$ cat src/hw/ctrt_pkg.sv
// Package of offsets, field layouts, reset values and timing for the card-mode tuning registers
package ctrt_pkg;
  // ---------------------------------------------------------------
  // Register map
  // ---------------------------------------------------------------
  localparam logic [5:0] CTRT_ADDR_CARD_SETTINGS = 6'h1C;
  localparam logic [5:0] CTRT_ADDR_RX_TUNE       = 6'h1D;
  localparam logic [7:0] CTRT_RST_CARD_SETTINGS  = 8'h62;
  localparam logic [7:0] CTRT_RST_RX_TUNE        = 8'h00;
  localparam logic [7:0] CTRT_RX_TUNE_WMASK      = 8'h7F;

  // ---------------------------------------------------------------
  // Field positions
  // ---------------------------------------------------------------
  localparam int CTRT_SENS_LSB     = 5;
  localparam int CTRT_TAU_LSB      = 3;
  localparam int CTRT_HALT_BIT     = 2;
  localparam int CTRT_WAIT_LSB     = 0;
  localparam int CTRT_FAST_BIT     = 6;
  localparam int CTRT_DELAY_BIT    = 5;
  localparam int CTRT_PARDIS_BIT   = 4;
  localparam int CTRT_WIDEBW_BIT   = 3;
  localparam int CTRT_HPMAN_BIT    = 2;
  localparam int CTRT_HPSEL_LSB    = 0;

  // ---------------------------------------------------------------
  // Protocol constants
  // ---------------------------------------------------------------
  localparam logic [7:0] CTRT_REQ_ALLOWED_HALT = 8'h52;
  localparam logic [3:0] CTRT_MIN_RESP_BASE    = 4'h7;
  localparam logic [3:0] CTRT_SRC_SEL_A        = 4'hE;
  localparam logic [3:0] CTRT_SRC_SEL_B        = 4'hF;
  localparam int         CTRT_OUT_DELAY_FC     = 128;
  localparam int         CTRT_FC_PER_CLK       = 1;

  typedef enum logic [1:0] {
    CTRT_RESP_IDLE  = 2'b00,
    CTRT_RESP_COUNT = 2'b01,
    CTRT_RESP_READY = 2'b11
  } ctrt_resp_state_t;
endpackage

$ cat src/hw/ctrt_delay_line.sv
// Fixed-length shift delay for the secure-module signal output
`timescale 1ns/10ps
`default_nettype none
module ctrt_delay_line #(
  parameter int DEPTH = 128
) (
  input  wire logic clk_in,
  input  wire logic rst_in,
  input  wire logic enable_in,
  input  wire logic sig_in,
  output logic      sig_out
);
  typedef struct packed {
    logic [DEPTH-1:0] taps;
  } ctrt_dl_state_t;

  ctrt_dl_state_t s_q;
  ctrt_dl_state_t s_d;

  always_comb begin
    s_d      = s_q;
    s_d.taps = {s_q.taps[DEPTH-2:0], sig_in};
  end

  always_ff @(posedge clk_in) begin
    if (rst_in) begin
      s_q <= '0;
    end else begin
      s_q <= s_d;
    end
  end

  // Bypass path keeps standard timing when the delay is off
  assign sig_out = enable_in ? s_q.taps[DEPTH-1] : sig_in;
endmodule
`default_nettype wire

$ cat src/hw/ctrt_regs.sv
// Card/target settings and manual receiver tuning registers with their control logic
//
// Contract
// - Halt flag marks halted card state, host/FSM set
// - While halted accept only request byte 52h
// - Field reset clears the halt flag
// - Minimum response time is 7 plus field bits
// - Early transmit start waits for minimum time
// - Late start sends at once when bit-synchronised
// - Bits 7..5 set pause decoder sensitivity
// - Bits 4..3 set pause decoder time constant
// - Fast filter bit selects fast pause filter
// - Delay bit delays secure signal output
// - Parity disable: no generation, no check
// - Wide bandwidth bit widens recovery PLL
// - Manual select off: corner follows receive mode
// - Corner field picks 106/212/424/848 kHz
//
// Our own choice: the strobed register port.
`timescale 1ns/10ps
`default_nettype none
module ctrt_regs #(
  parameter int OUT_DELAY_CYCLES = ctrt_pkg::CTRT_OUT_DELAY_FC / ctrt_pkg::CTRT_FC_PER_CLK
) (
  input  wire logic       clk_in,
  input  wire logic       rst_in,
  // Register port
  input  wire logic [5:0] reg_addr_in,
  input  wire logic [7:0] reg_wdata_in,
  input  wire logic       reg_wr_in,
  input  wire logic       reg_rd_in,
  output logic      [7:0] reg_rdata_out,
  // Card state machine and field events
  input  wire logic       rf_reset_in,
  input  wire logic       fsm_halt_set_in,
  input  wire logic       card_mode_106_in,
  // Received request check
  input  wire logic       req_valid_in,
  input  wire logic [7:0] req_code_in,
  output logic            req_accept_out,
  // Response timing, one pulse per data bit
  input  wire logic       rx_end_in,
  input  wire logic       bit_tick_in,
  input  wire logic       bit_sync_ok_in,
  input  wire logic       tx_start_in,
  output logic            tx_go_out,
  output logic            tx_pending_out,
  // Receive mode for the automatic corner, and secure output source select
  input  wire logic [1:0] rx_mode_corner_in,
  input  wire logic [3:0] secure_out_source_select_in,
  // Secure signal path
  input  wire logic       secure_signal_raw_in,
  output logic            secure_signal_out,
  // Decoded controls
  output logic      [2:0] pause_decoder_sensitivity_out,
  output logic      [1:0] pause_decoder_time_constant_out,
  output logic            card_halt_flag_out,
  output logic            fast_pause_filter_out,
  output logic            parity_gen_en_out,
  output logic            parity_check_en_out,
  output logic            wide_pll_bandwidth_out,
  output logic      [1:0] highpass_corner_out
);
  // ---------------------------------------------------------------
  // State
  // ---------------------------------------------------------------
  typedef struct packed {
    logic [7:0]                 card_target_settings;
    logic [7:0]                 receiver_manual_tune;
    logic [7:0]                 rdata;
    logic [3:0]                 bit_cnt;
    logic                       pending;
    logic                       go;
    logic                       accept;
    ctrt_pkg::ctrt_resp_state_t resp;
  } ctrt_state_t;

  ctrt_state_t s_q;
  ctrt_state_t s_d;

  logic [1:0] response_delay_extra_bits;
  logic [3:0] min_resp_bits;
  logic       halt_now;

  assign response_delay_extra_bits = s_q.card_target_settings[ctrt_pkg::CTRT_WAIT_LSB +: 2];
  assign min_resp_bits = ctrt_pkg::CTRT_MIN_RESP_BASE + {2'h0, response_delay_extra_bits};
  assign halt_now      = s_q.card_target_settings[ctrt_pkg::CTRT_HALT_BIT];

  // ---------------------------------------------------------------
  // Next state
  // ---------------------------------------------------------------
  always_comb begin
    s_d        = s_q;
    s_d.go     = 1'b0;
    s_d.accept = 1'b0;
    s_d.rdata  = 8'h00;

    // Register writes
    if (reg_wr_in) begin
      if (reg_addr_in == ctrt_pkg::CTRT_ADDR_CARD_SETTINGS) begin
        s_d.card_target_settings = reg_wdata_in;
      end else if (reg_addr_in == ctrt_pkg::CTRT_ADDR_RX_TUNE) begin
        s_d.receiver_manual_tune = reg_wdata_in & ctrt_pkg::CTRT_RX_TUNE_WMASK;
      end
    end

    // Internal set only in 106 kbit card operation
    if (fsm_halt_set_in && card_mode_106_in) begin
      s_d.card_target_settings[ctrt_pkg::CTRT_HALT_BIT] = 1'b1;
    end
    // Field reset overrides every setter: the halted state cannot outlive it
    if (rf_reset_in) begin
      s_d.card_target_settings[ctrt_pkg::CTRT_HALT_BIT] = 1'b0;
    end

    // Register reads, data valid the cycle after
    if (reg_rd_in) begin
      if (reg_addr_in == ctrt_pkg::CTRT_ADDR_CARD_SETTINGS) begin
        s_d.rdata = s_q.card_target_settings;
      end else if (reg_addr_in == ctrt_pkg::CTRT_ADDR_RX_TUNE) begin
        s_d.rdata = s_q.receiver_manual_tune & ctrt_pkg::CTRT_RX_TUNE_WMASK;
      end else begin
        s_d.rdata = 8'h00;
      end
    end

    // Request filtering
    if (req_valid_in) begin
      s_d.accept = !halt_now || (req_code_in == ctrt_pkg::CTRT_REQ_ALLOWED_HALT);
    end

    // Response timing
    if (tx_start_in) begin
      s_d.pending = 1'b1;
    end
    case (s_q.resp)
      ctrt_pkg::CTRT_RESP_IDLE: begin
        if (rx_end_in) begin
          s_d.bit_cnt = 4'h0;
          s_d.resp    = ctrt_pkg::CTRT_RESP_COUNT;
        end
      end
      ctrt_pkg::CTRT_RESP_COUNT: begin
        if (bit_tick_in) begin
          s_d.bit_cnt = s_q.bit_cnt + 4'h1;
          if (s_q.bit_cnt + 4'h1 >= min_resp_bits) begin
            s_d.resp = ctrt_pkg::CTRT_RESP_READY;
          end
        end
      end
      ctrt_pkg::CTRT_RESP_READY: begin
        // Frame leaves as soon as bit sync is valid, without waiting for a bit tick
        if ((s_q.pending || tx_start_in) && bit_sync_ok_in) begin
          s_d.go      = 1'b1;
          s_d.pending = 1'b0;
          s_d.resp    = ctrt_pkg::CTRT_RESP_IDLE;
        end
      end
      default: begin
        s_d.resp = ctrt_pkg::CTRT_RESP_IDLE;
      end
    endcase
    // A new reception restarts the wait
    if (rx_end_in && s_q.resp != ctrt_pkg::CTRT_RESP_IDLE) begin
      s_d.bit_cnt = 4'h0;
      s_d.resp    = ctrt_pkg::CTRT_RESP_COUNT;
    end
  end

  always_ff @(posedge clk_in) begin
    if (rst_in) begin
      s_q.card_target_settings <= ctrt_pkg::CTRT_RST_CARD_SETTINGS;
      s_q.receiver_manual_tune <= ctrt_pkg::CTRT_RST_RX_TUNE;
      s_q.rdata                <= 8'h00;
      s_q.bit_cnt              <= 4'h0;
      s_q.pending              <= 1'b0;
      s_q.go                   <= 1'b0;
      s_q.accept               <= 1'b0;
      s_q.resp                 <= ctrt_pkg::CTRT_RESP_READY;
    end else begin
      s_q <= s_d;
    end
  end

  // ---------------------------------------------------------------
  // Outputs
  // ---------------------------------------------------------------
  assign reg_rdata_out  = s_q.rdata;
  assign req_accept_out = s_q.accept;
  assign tx_go_out      = s_q.go;
  // Held while a started frame waits out the minimum time
  assign tx_pending_out = s_q.pending;

  assign pause_decoder_sensitivity_out   = s_q.card_target_settings[ctrt_pkg::CTRT_SENS_LSB +: 3];
  assign pause_decoder_time_constant_out = s_q.card_target_settings[ctrt_pkg::CTRT_TAU_LSB +: 2];
  assign card_halt_flag_out              = halt_now;
  assign fast_pause_filter_out           = s_q.receiver_manual_tune[ctrt_pkg::CTRT_FAST_BIT];
  assign parity_gen_en_out      = !s_q.receiver_manual_tune[ctrt_pkg::CTRT_PARDIS_BIT];
  assign parity_check_en_out    = !s_q.receiver_manual_tune[ctrt_pkg::CTRT_PARDIS_BIT];
  assign wide_pll_bandwidth_out = s_q.receiver_manual_tune[ctrt_pkg::CTRT_WIDEBW_BIT];
  // Automatic corner tracks receive mode unless manual select is set
  assign highpass_corner_out = s_q.receiver_manual_tune[ctrt_pkg::CTRT_HPMAN_BIT]
                             ? s_q.receiver_manual_tune[ctrt_pkg::CTRT_HPSEL_LSB +: 2]
                             : rx_mode_corner_in;

  // ---------------------------------------------------------------
  // Secure output delay
  // ---------------------------------------------------------------
  // Source select is only observed; misuse is software's concern
  logic unused_src_sel;
  assign unused_src_sel = ^secure_out_source_select_in;

  ctrt_delay_line #(
    .DEPTH (OUT_DELAY_CYCLES)
  ) u_delay (
    .clk_in    (clk_in),
    .rst_in    (rst_in),
    .enable_in (s_q.receiver_manual_tune[ctrt_pkg::CTRT_DELAY_BIT]),
    .sig_in    (secure_signal_raw_in),
    .sig_out   (secure_signal_out)
  );
endmodule
`default_nettype wire

$ cat config.mk
export PLATFORM = sky130hd
export DESIGN_NAME = ctrt_regs
export DESIGN_NICKNAME = d
export VERILOG_FILES = /design/src/hw/ctrt_pkg.sv /design/src/hw/ctrt_delay_line.sv /design/src/hw/ctrt_regs.sv
export SDC_FILE = /design/constraint.sdc
export NUM_CORES = 1
export LEC_CHECK = 0
export ABC_CLOCK_PERIOD_IN_PS = 1450
export BUFFER_PORTS_ARGS = -buffer_cell sky130_fd_sc_hd__buf_4
export CAP_MARGIN = 20
export CORE_MARGIN = 1
export CORE_UTILIZATION = 50
export CTS_BUF_LIST = sky130_fd_sc_hd__clkbuf_16
export DETAILED_ROUTE_END_ITERATION = 12
export PLACE_DENSITY_LB_ADDON = 0.05
export SETUP_SLACK_MARGIN = 0.3
export SKIP_CTS_REPAIR_TIMING = 1
export SLEW_MARGIN = 40
export SYNTH_ARGS = -nofsm -noshare
export SYNTH_HDL_FRONTEND = slang
export SYNTH_HIERARCHICAL = 1
export SYNTH_SLANG_ARGS = --single-unit
$ cat constraint.sdc
create_clock -name clk_in -period 1.45 [get_ports clk_in]
set_input_delay 0.0725 -clock clk_in [delete_from_list [all_inputs] [get_ports clk_in]]
set_output_delay 0.0725 -clock clk_in [all_outputs]
set_load 0.05 [all_outputs]
Yosys cells after proc, flatten, opt, wreduce, memory -nomap -nowiden
Cells that the tools add are included.
{"block": "classes", "add_sub_neg": 2, "n_lt_le_gt_ge": 1, "eq_ne": 13, "muxes": 21, "n_bitwise": 4, "n_reduce_logical": 23}
{"cell": "$mux W7", "count": 3}
{"cell": "$mux W2", "count": 8}
{"cell": "$eq A6 B5 Y1 const B", "count": 2}
{"cell": "$ne A3 B3 Y1 const B", "count": 4}
{"cell": "$mux W11", "count": 1}
{"cell": "$reduce_or A2 Y1", "count": 5}
{"cell": "$eq A8 B7 Y1 const B", "count": 1}
{"cell": "$mux W4", "count": 2}
{"cell": "$mux W8", "count": 1}
{"cell": "$ne A2 B2 Y1 const B", "count": 4}
{"cell": "$pmux W4 S2", "count": 1}
{"cell": "$reduce_and A4 Y1", "count": 2}
{"cell": "$reduce_bool A2 Y1", "count": 4}
{"cell": "$pmux W2 S3", "count": 1}
{"cell": "$reduce_and A3 Y1", "count": 2}
{"cell": "$add A3 B2 Y4 const A", "count": 1}
{"cell": "$add A4 B1 Y4 const B", "count": 1}
{"cell": "$ge A4 B4 Y1", "count": 1}
{"cell": "$not A1 Y1", "count": 4}
{"cell": "$reduce_and A2 Y1", "count": 2}
{"cell": "$logic_and A1 B1 Y1", "count": 3}
{"cell": "$mux W1", "count": 3}
{"cell": "$mux W3", "count": 1}
{"cell": "$eq A2 B1 Y1 const B", "count": 1}
{"cell": "4 further kinds", "count": 6}
{"block": "word_totals", "register_bits": 160, "inputBits": 41, "out_inout_bits": 24, "elab_cells": 75}

Longest topological paths before layout
Gate-level depths: netlist of run 1.
{"block": "logic_depth", "depth_word": 6, "ltp_mapped": 7}

Cells and area by module
Netlist of run 1, hierarchy kept.
{"module": "ctrt_delay_line", "instances": 1, "cells_each": 271, "area_per_inst_um2": 3472.1, "seq_area_each_um2": 2562.5}
{"module": "ctrt_regs", "instances": 1, "cells_each": 167, "area_per_inst_um2": 1551.5, "seq_area_each_um2": 640.6}

Worst setup path after synthesis of run 1
No wires, ideal clock.
{"block": "synth_path", "path_kind": "reg-to-reg", "startpoint": "register s_q[5] (netlist name)", "endpoint": "register s_q[1] (netlist name)", "arrival_ns": 1.353, "required_ns": 1.322, "path_slack_ns": -0.031, "stages_incl_launch_ff": 5, "n_path_buf": 0, "cell_sequence": "dfxtp_1 > ha_1 > ha_1 > a2111oi_0 > o41ai_1"}

==> results.md, run 1 <==
- Synthesized cell area: 5024 µm²
- Outcome: finished with violations
- Worst setup startpoint: s_q[5]
- Switching part of the total power: 21.05%
- Initial core utilization: 51.40%
- ANT cells: 0
- Final Util: 65.64%
- Slowest CP cell: dfxtp_4
- EDFF count, synth: 0
- Die W: 102.2 µm
- Pwr dens: 1439 nW/µm²
- Initial antenna violation count: 0
- WL/cell: 13.21 µm
- Post-place instance area: 5515 µm²
- Gr ovfl total: 0
- R2R Path End: s_q[1]
- P_leak: 2.577 nW
- Max VDD drop: 0.0009764 V
- WS Path Type: reg2reg
- Yosys warnings: 6
- CTS Sinks: 160
- Total number of vias: 3,029
- Gp weighted congestion: 0.7650
- P&R area growth vs syn: 27.72%
- Cells after synthesis: 438
- Max-cap violation count: 0
- Mux cell area share after synthesis: 2.267%
- Worst-Margin Slew: 451.2 ps
- Setup crit end kind: register
- Post-route clock period utilization: 99.86%
- CP delay by family, top: adder cells
- Pre-CTS WS: -25.85 ps
- Synth Area in XOR/XNOR: 0.6974%
- Cell Chain, Critical Path: ha_4, xor2_2, ha_2, o21a_1, nor2_1, o41ai_1
- CP max FO: 4
- Estimated wirelength of the detail-placed design: 4777 µm
- Sw power: 1.943 mW
- Max Slew Vio Count: 0
- CTS tree: built
- Simple-gate portion of the synthesized area: 21.99%
- Combinational Power Share: 4.2%
- Fillcell total: 811
- Hold WC Path Type: in2reg
- WP data arrival: 1760 ps
- CTS Buf Count: 17
- Drt first pass iters: 4
- Number of placed instances, taps included: 601
- Share of the yosys chip area belonging to registers: 63.76%
- Main synth FF type: dfxtp_1
- Reg2Reg Depth: 6
- Post-synthesis net count: 485
- Synth Area per Inst: 11.47 µm²
- # IOs: 65
- Ys async rst share: 0%
- Core Box Area: 9774 µm²
- Library cells used by synthesis: 41
- Setup crit start kind: register
- Synth Area in Compound Gates: 4.508%
- Row cnt: 36
- Minimum clock period: 1448 ps
- RSZ-0062 raised after global routing: true
- Vias/cell: 4.603
- Slew Limit Headroom: 69.89%
- Final Instance Area: 6416 µm²
- Max clock buf depth: 2
- CTS root buffer: clkbuf_16
- Clock Skew: 5.082 ps
- DRC viols: 0
- Violated checks: negative hold slack
- H-tree levels: 4
- Fmax: 690.6 MHz
- Clock share of power: 47.9%
- Detailed Route Iter0 Violations: 86
- Sequential Power Share: 47.9%
- First-pass GRT wire length: 13,250 µm
- Post-synthesis adder-cell area fraction: 1.494%
- Fraction of layout cells with a size suffix above 1: 22.86%
- Final wirelength: 8693 µm
- IO buf count: 60
- Number of cells on the critical path: 6
- R2R Path Start: s_q[5]
- Total die area: 10,450 µm²
- WP buf/inv: 0
- Clock-pin transition on the worst setup and hold timing paths: 60 ps
- Slowest Stage Delay on Critical Path: 370 ps
- Pint: 7.288 mW
- Register area: 3217 µm²
- Later-pin clock latency in the skew report: 410 ps
- Antenna-violating nets left: 0
- Final hold slack: -0.4466 ps
- Critical Path RT: 1770 ps
- Area occupied by multi-input gates: 1643 µm²
- Largest family of logic cells by synthesized area: simple AND/OR/NAND/NOR gates
- Setup-failing EPs final: 0
- Largest net degree at the start of global routing: 104
- Non-filler cells, final: 658
- Reg2reg setup slack: 2 ps
- Die height: 102.2 µm
- #FFs+latches synth: 160
- Aggregate global-route resource usage: 17.23%
- Crit path setup slack, layout: 1.992 ps
- Nets: 559
- Vias in the first global route: 2,783
- CP endpoint: s_q[1]
- Final Hold Vio Count: 1
-- worst register-to-register path, cell delays in order (launching register included) --
cell and delay [ps]:
dfxtp_4 370, ha_4 170, xor2_2 140, ha_2 310, o21a_1 100, nor2_1 40, o41ai_1 220
-- worst min path at each step --
stage                    from            endpoint  slack, ps  cells past startpoint
6_report       reg_addr_in[1]             s_q[19]       -0.4                      4
5_1_grt        reg_addr_in[1]             s_q[19]         10                      4
4_1_cts           rf_reset_in  card_halt_flag_out       -210                      2
3_5_place_dp      rf_reset_in  card_halt_flag_out        230                      2
3_3_place_gp      rf_reset_in  card_halt_flag_out        230                      2
2_1_floorplan       rx_end_in              s_q[5]        140                      1
-- power groups by stage --
stage               Combinational, mW  Sequential [mW]  Clock (mW)
floorplan                       0.172             4.54           0
global placement                0.309             4.52           0
detailed placement              0.314             4.52           0
CTS                             0.315             4.43        4.52
global route                    0.411             4.42        4.72
finish                          0.384             4.42        4.42
-- metal layers --
layer / part of all wire [%] / GRT usage, % / routed length (µm) / vias up
met3: 4.6 / 7.182 / 400 / 9
met5: 0 / 0 / 0 / -
met4: 1.1 / 7.912 / 93 / 0
li1: - / - / - / 1553
met2: 45 / 24.99 / 3954 / 47
met1: 49 / 22.29 / 4244 / 1420
-- cell type report --
class / count / area share, %
Clock buffer: 17 / 6.630
Multi-Input combinational cell: 237 / 25.60
Timing Repair Buffer: 90 / 12.05
Inverter: 6 / 0.3510
Clock inverter: 15 / 2.633
Sequential cell: 160 / 50.14
Tap cell: 133 / 2.594
-- cells in the final DEF, fill, tap and decap left out, drive strengths merged, types with 5 or more instances in the layout --
cell         instances
mux2i                8
nor2                10
nand3               13
clkbuf              17
nand2                5
dlygate4sd3         22
nor2b              129
clkinv               8
o21ai               15
a21oi               13
ha                   6
buf                 68
inv                  7
dfxtp              160
-- synthesized netlist by cell type, drive strengths merged (3+ instances only) --
cell type    n  area (µm²)
a21oi       13       65.06
buf         31       226.5
clkbuf       4       16.26
dfxtp      160        3203
ha           6       75.07
inv          6       22.52
mux2         3       33.78
mux2i        8       80.08
nand2        5       18.77
nand3       13       65.06
nor2        10       37.54
nor2b      129       807.0
nor3         4       20.02
o21ai       15       75.07
xor2         3       26.28
-- kinds of logic (layout without fill, tap and decap cells) --
family / after synthesis / in the layout
multiplexers: 11 / 11
buffers and inverters: 41 / 128
adder cells (fa/ha/maj): 6 / 6
AO/OA/AOI/OAI: 38 / 38
AND/OR/NAND/NOR: 178 / 178
XOR/XNOR: 4 / 4
flip-flops: 160 / 160
-- per-stage QoR --
stage          total power [mW]  setup TNS [ps]
2_1_floorplan             4.713               0
3_3_place_gp              4.832               0
3_5_place_dp              4.836          -25.85
4_1_cts                   9.261          -38.57
5_1_grt                   9.557          -77.87
6_report                  9.231               0
-- flip-flops by register name (all words and copies together), names as in the netlist --
| name | flops |
|---|---|
| u_delay/s_q | 128 |
| pause_decoder_sensitivity_out | 3 |
| pause_decoder_time_constant_out | 2 |
| tx_go_out | 1 |
| req_accept_out | 1 |
| s_q | 11 |
| card_halt_flag_out | 1 |
| fast_pause_filter_out | 1 |
| wide_pll_bandwidth_out | 1 |
| reg_rdata_out | 8 |
| tx_pending_out | 1 |
| response_delay_extra_bits | 2 |
Power figures use the tool's default switching activity.
==> run 2, diff against run 1 <==
--- a/config.mk
+++ b/config.mk
@@ -12,7 +12,7 @@
 export CORE_UTILIZATION = 50
 export CTS_BUF_LIST = sky130_fd_sc_hd__clkbuf_16
 export DETAILED_ROUTE_END_ITERATION = 12
-export PLACE_DENSITY_LB_ADDON = 0.05
+export PLACE_DENSITY = 0.8
 export SETUP_SLACK_MARGIN = 0.3
 export SKIP_CTS_REPAIR_TIMING = 1
 export SLEW_MARGIN = 40
==> run 2 against run 1 <==
  * The flow finishes with violations (negative setup slack)
  * Combinational power up 2%
  * Sequential power about the same
  * Via count up 5.3%
  * Count of clock-buffer cells in the layout unchanged
  * Sequential cell count unchanged
  * Sequential share of layout area about the same
  * Power up 0.36%
  * Cell count unchanged
  * Clock skew up 5.2 ps
==> results.md, run 2 (synthesis gave the netlist of run 1 again) <==
- Row cnt: 36 (unchanged)
- Fraction of layout cells with a size suffix above 1: 24.00% (+1.1 points)
- Final wirelength: 9631 µm (+11%)
- Vias in the first global route: 2,971 (+6.8%)
- Total number of vias: 3,190 (+5.3%)
- WS Path Type: reg2reg
- Gr ovfl total: 0 (unchanged)
- Max clock buf depth: 2 (unchanged)
- Later-pin clock latency in the skew report: 410 ps (about the same)
- Setup-failing EPs final: 1 (+1)
- Minimum clock period: 1516 ps (+68.16 ps)
- Antenna-violating nets left: 0 (unchanged)
- CP delay by family, top: adder cells
- Largest Register: u_delay/s_q
- R2R Path Start: s_q[5]
- Outcome: finished with violations
- Max-cap violation count: 0 (unchanged)
- Core Box Area: 9774 µm² (unchanged)
- P_leak: 2.598 nW (+0.81%)
- Max reg flops: 128 (unchanged)
- WP data arrival: 1810 ps (+50 ps)
- ANT cells: 0 (unchanged)
- Clock-pin transition on the worst setup and hold timing paths: 70 ps (about the same)
- CTS Sinks: 160 (unchanged)
- Worst hold stages: 2 (-2)
- Worst hold endpoint: s_q[21]
- Gp weighted congestion: 0.7823 (+2.3%)
- Cell Chain, Critical Path: ha_4, xor2_2, ha_2, o21a_1, nor2_2, o41ai_2
- Slowest CP cell: dfxtp_4
- Most frequent cells in the layout: dfxtp_1, nor2b_1, buf_4
- Aggregate global-route resource usage: 17.83% (+0.60 points)
- P&R area growth vs syn: 28.02%
- RSZ-0062 raised after global routing: true
- CTS root buffer: clkbuf_16
- Violated checks: negative setup slack
- R2R Path End: s_q[1]
- Number of placed instances, taps included: 602 (+0.17%)
- Crit path setup slack, layout: -66.17 ps (-68.16 ps)
- First-pass GRT wire length: 14,100 µm (+6.4%)
- Worst hold start: rst_in
- Vias/cell: 4.848 (+5.3%)
- Critical Path RT: 1750 ps (-20 ps)
- Post-place instance area: 5523 µm² (+0.14%)
- Most common cell after layout, fill and taps aside: dfxtp_1
- Die height: 102.2 µm (unchanged)
- CTS Buf Count: 17 (unchanged)
- Pwr dens: 1440 nW/µm² (+0.13%)
- Hold WC Path Type: in2reg
- Reg2Reg Depth: 6 (unchanged)
- Fmax: 659.6 MHz (-4.5%)
- Nets: 559 (unchanged)
- Estimated wirelength of the detail-placed design: 5000 µm (+4.7%)
- Drt first pass iters: 6 (+2)
- DRC viols: 0 (unchanged)
- # IOs: 65 (unchanged)
- Initial core utilization: 51.40% (unchanged)
- Final Hold Vio Count: 0 (-1)
- WL/cell: 14.64 µm (+11%)
- IO buf count: 60 (unchanged)
- Max VDD drop: 0.0009185 V (-5.9%)
- Worst-Margin Slew: 521.5 ps (+70.29 ps)
- Final hold slack: 14.02 ps (+14.47 ps)
- Reg2reg setup slack: -70 ps (-70 ps)
- Setup crit start kind: register
- Slew Limit Headroom: 65.20% (-4.7 points)
- Die W: 102.2 µm (unchanged)
- Largest net degree at the start of global routing: 86 (-17%)
- WP buf/inv: 0 (unchanged)
- Post-route clock period utilization: 104.6% (+4.7 points)
- Slowest Stage Delay on Critical Path: 370 ps (about the same)
- CTS tree: built
- Non-filler cells, final: 658 (unchanged)
- Setup crit end kind: register
- CP max FO: 4 (unchanged)
- Initial antenna violation count: 0 (unchanged)
- Clock Skew: 10.29 ps (+5.204 ps)
- Detailed Route Iter0 Violations: 186 (+120%)
- Total die area: 10,450 µm² (unchanged)
- H-tree levels: 4 (unchanged)
- Final Util: 65.80% (+0.15 points)
- Total power draw: 9.264 mW (+0.36%)
- Max Slew Vio Count: 0 (unchanged)
- Final Instance Area: 6431 µm² (+0.23%)
run 2: cell types whose count changed in the layout (fill, tap and decap cells not counted), sizes merged:
cell	previous run	this run
inv	7	16
clkinv	8	2
clkinvlp	3	1
buf	68	69
bufinv	3	2
dlygate4sd3	22	21
run 2: per-stage QoR:
| step | worst slack [ps] | TNS (ps) |
|---|---|---|
| floorplan | 79.72 | 0 |
| global placement | 55.80 | 0 |
| detailed placement | -10.53 | -10.53 |
| CTS | -36.89 | -36.89 |
| global route | -129.3 | -129.3 |
| finish | -66.17 | -66.17 |
run 2: power by group:
group          total (mW)  internal (mW)  switching, mW
Sequential           4.42           4.40         0.0140
Clock                4.45           2.60           1.85
Combinational       0.393          0.185          0.208
run 2: per-layer routing:
metal  global-route usage, %  share of wire (%)  vias to the layer above  wire, µm
met3                   5.814                4.4                       31       422
li1                        -                  -                     1558         -
met5                       0                  0                        -         0
met2                   26.74                 48                       94      4626
met4                   7.473                3.0                        0       285
met1                   23.69                 45                     1507      4297
run 2: layout make-up:
type	instances	area (µm²)
sequential	160	3223
multi-input combinational	237	1658
inverter	6	22.52
clock inverter	15	172.7
timing repair buffer	90	763.2
clock buffer	17	425.4
fill	669	3343
tap	133	166.4
run 2: worst register-to-register path, stage by stage (launching register included):
cell,delay [ps]
dfxtp_4,370
ha_4,170
xor2_2,140
ha_2,310
o21a_1,130
nor2_2,50
o41ai_2,240
run 2: how the worst max path moves through the flow:
stage	from	to	slack, ps	cells after the start
2_1_floorplan	response_delay_extra_bits[0]	s_q[1]	80	5
3_3_place_gp	response_delay_extra_bits[0]	s_q[1]	60	5
3_5_place_dp	s_q[5]	s_q[1]	-10	5
4_1_cts	response_delay_extra_bits[0]	s_q[1]	-40	5
5_1_grt	s_q[5]	s_q[1]	-130	6
6_report	s_q[5]	s_q[1]	-70	6
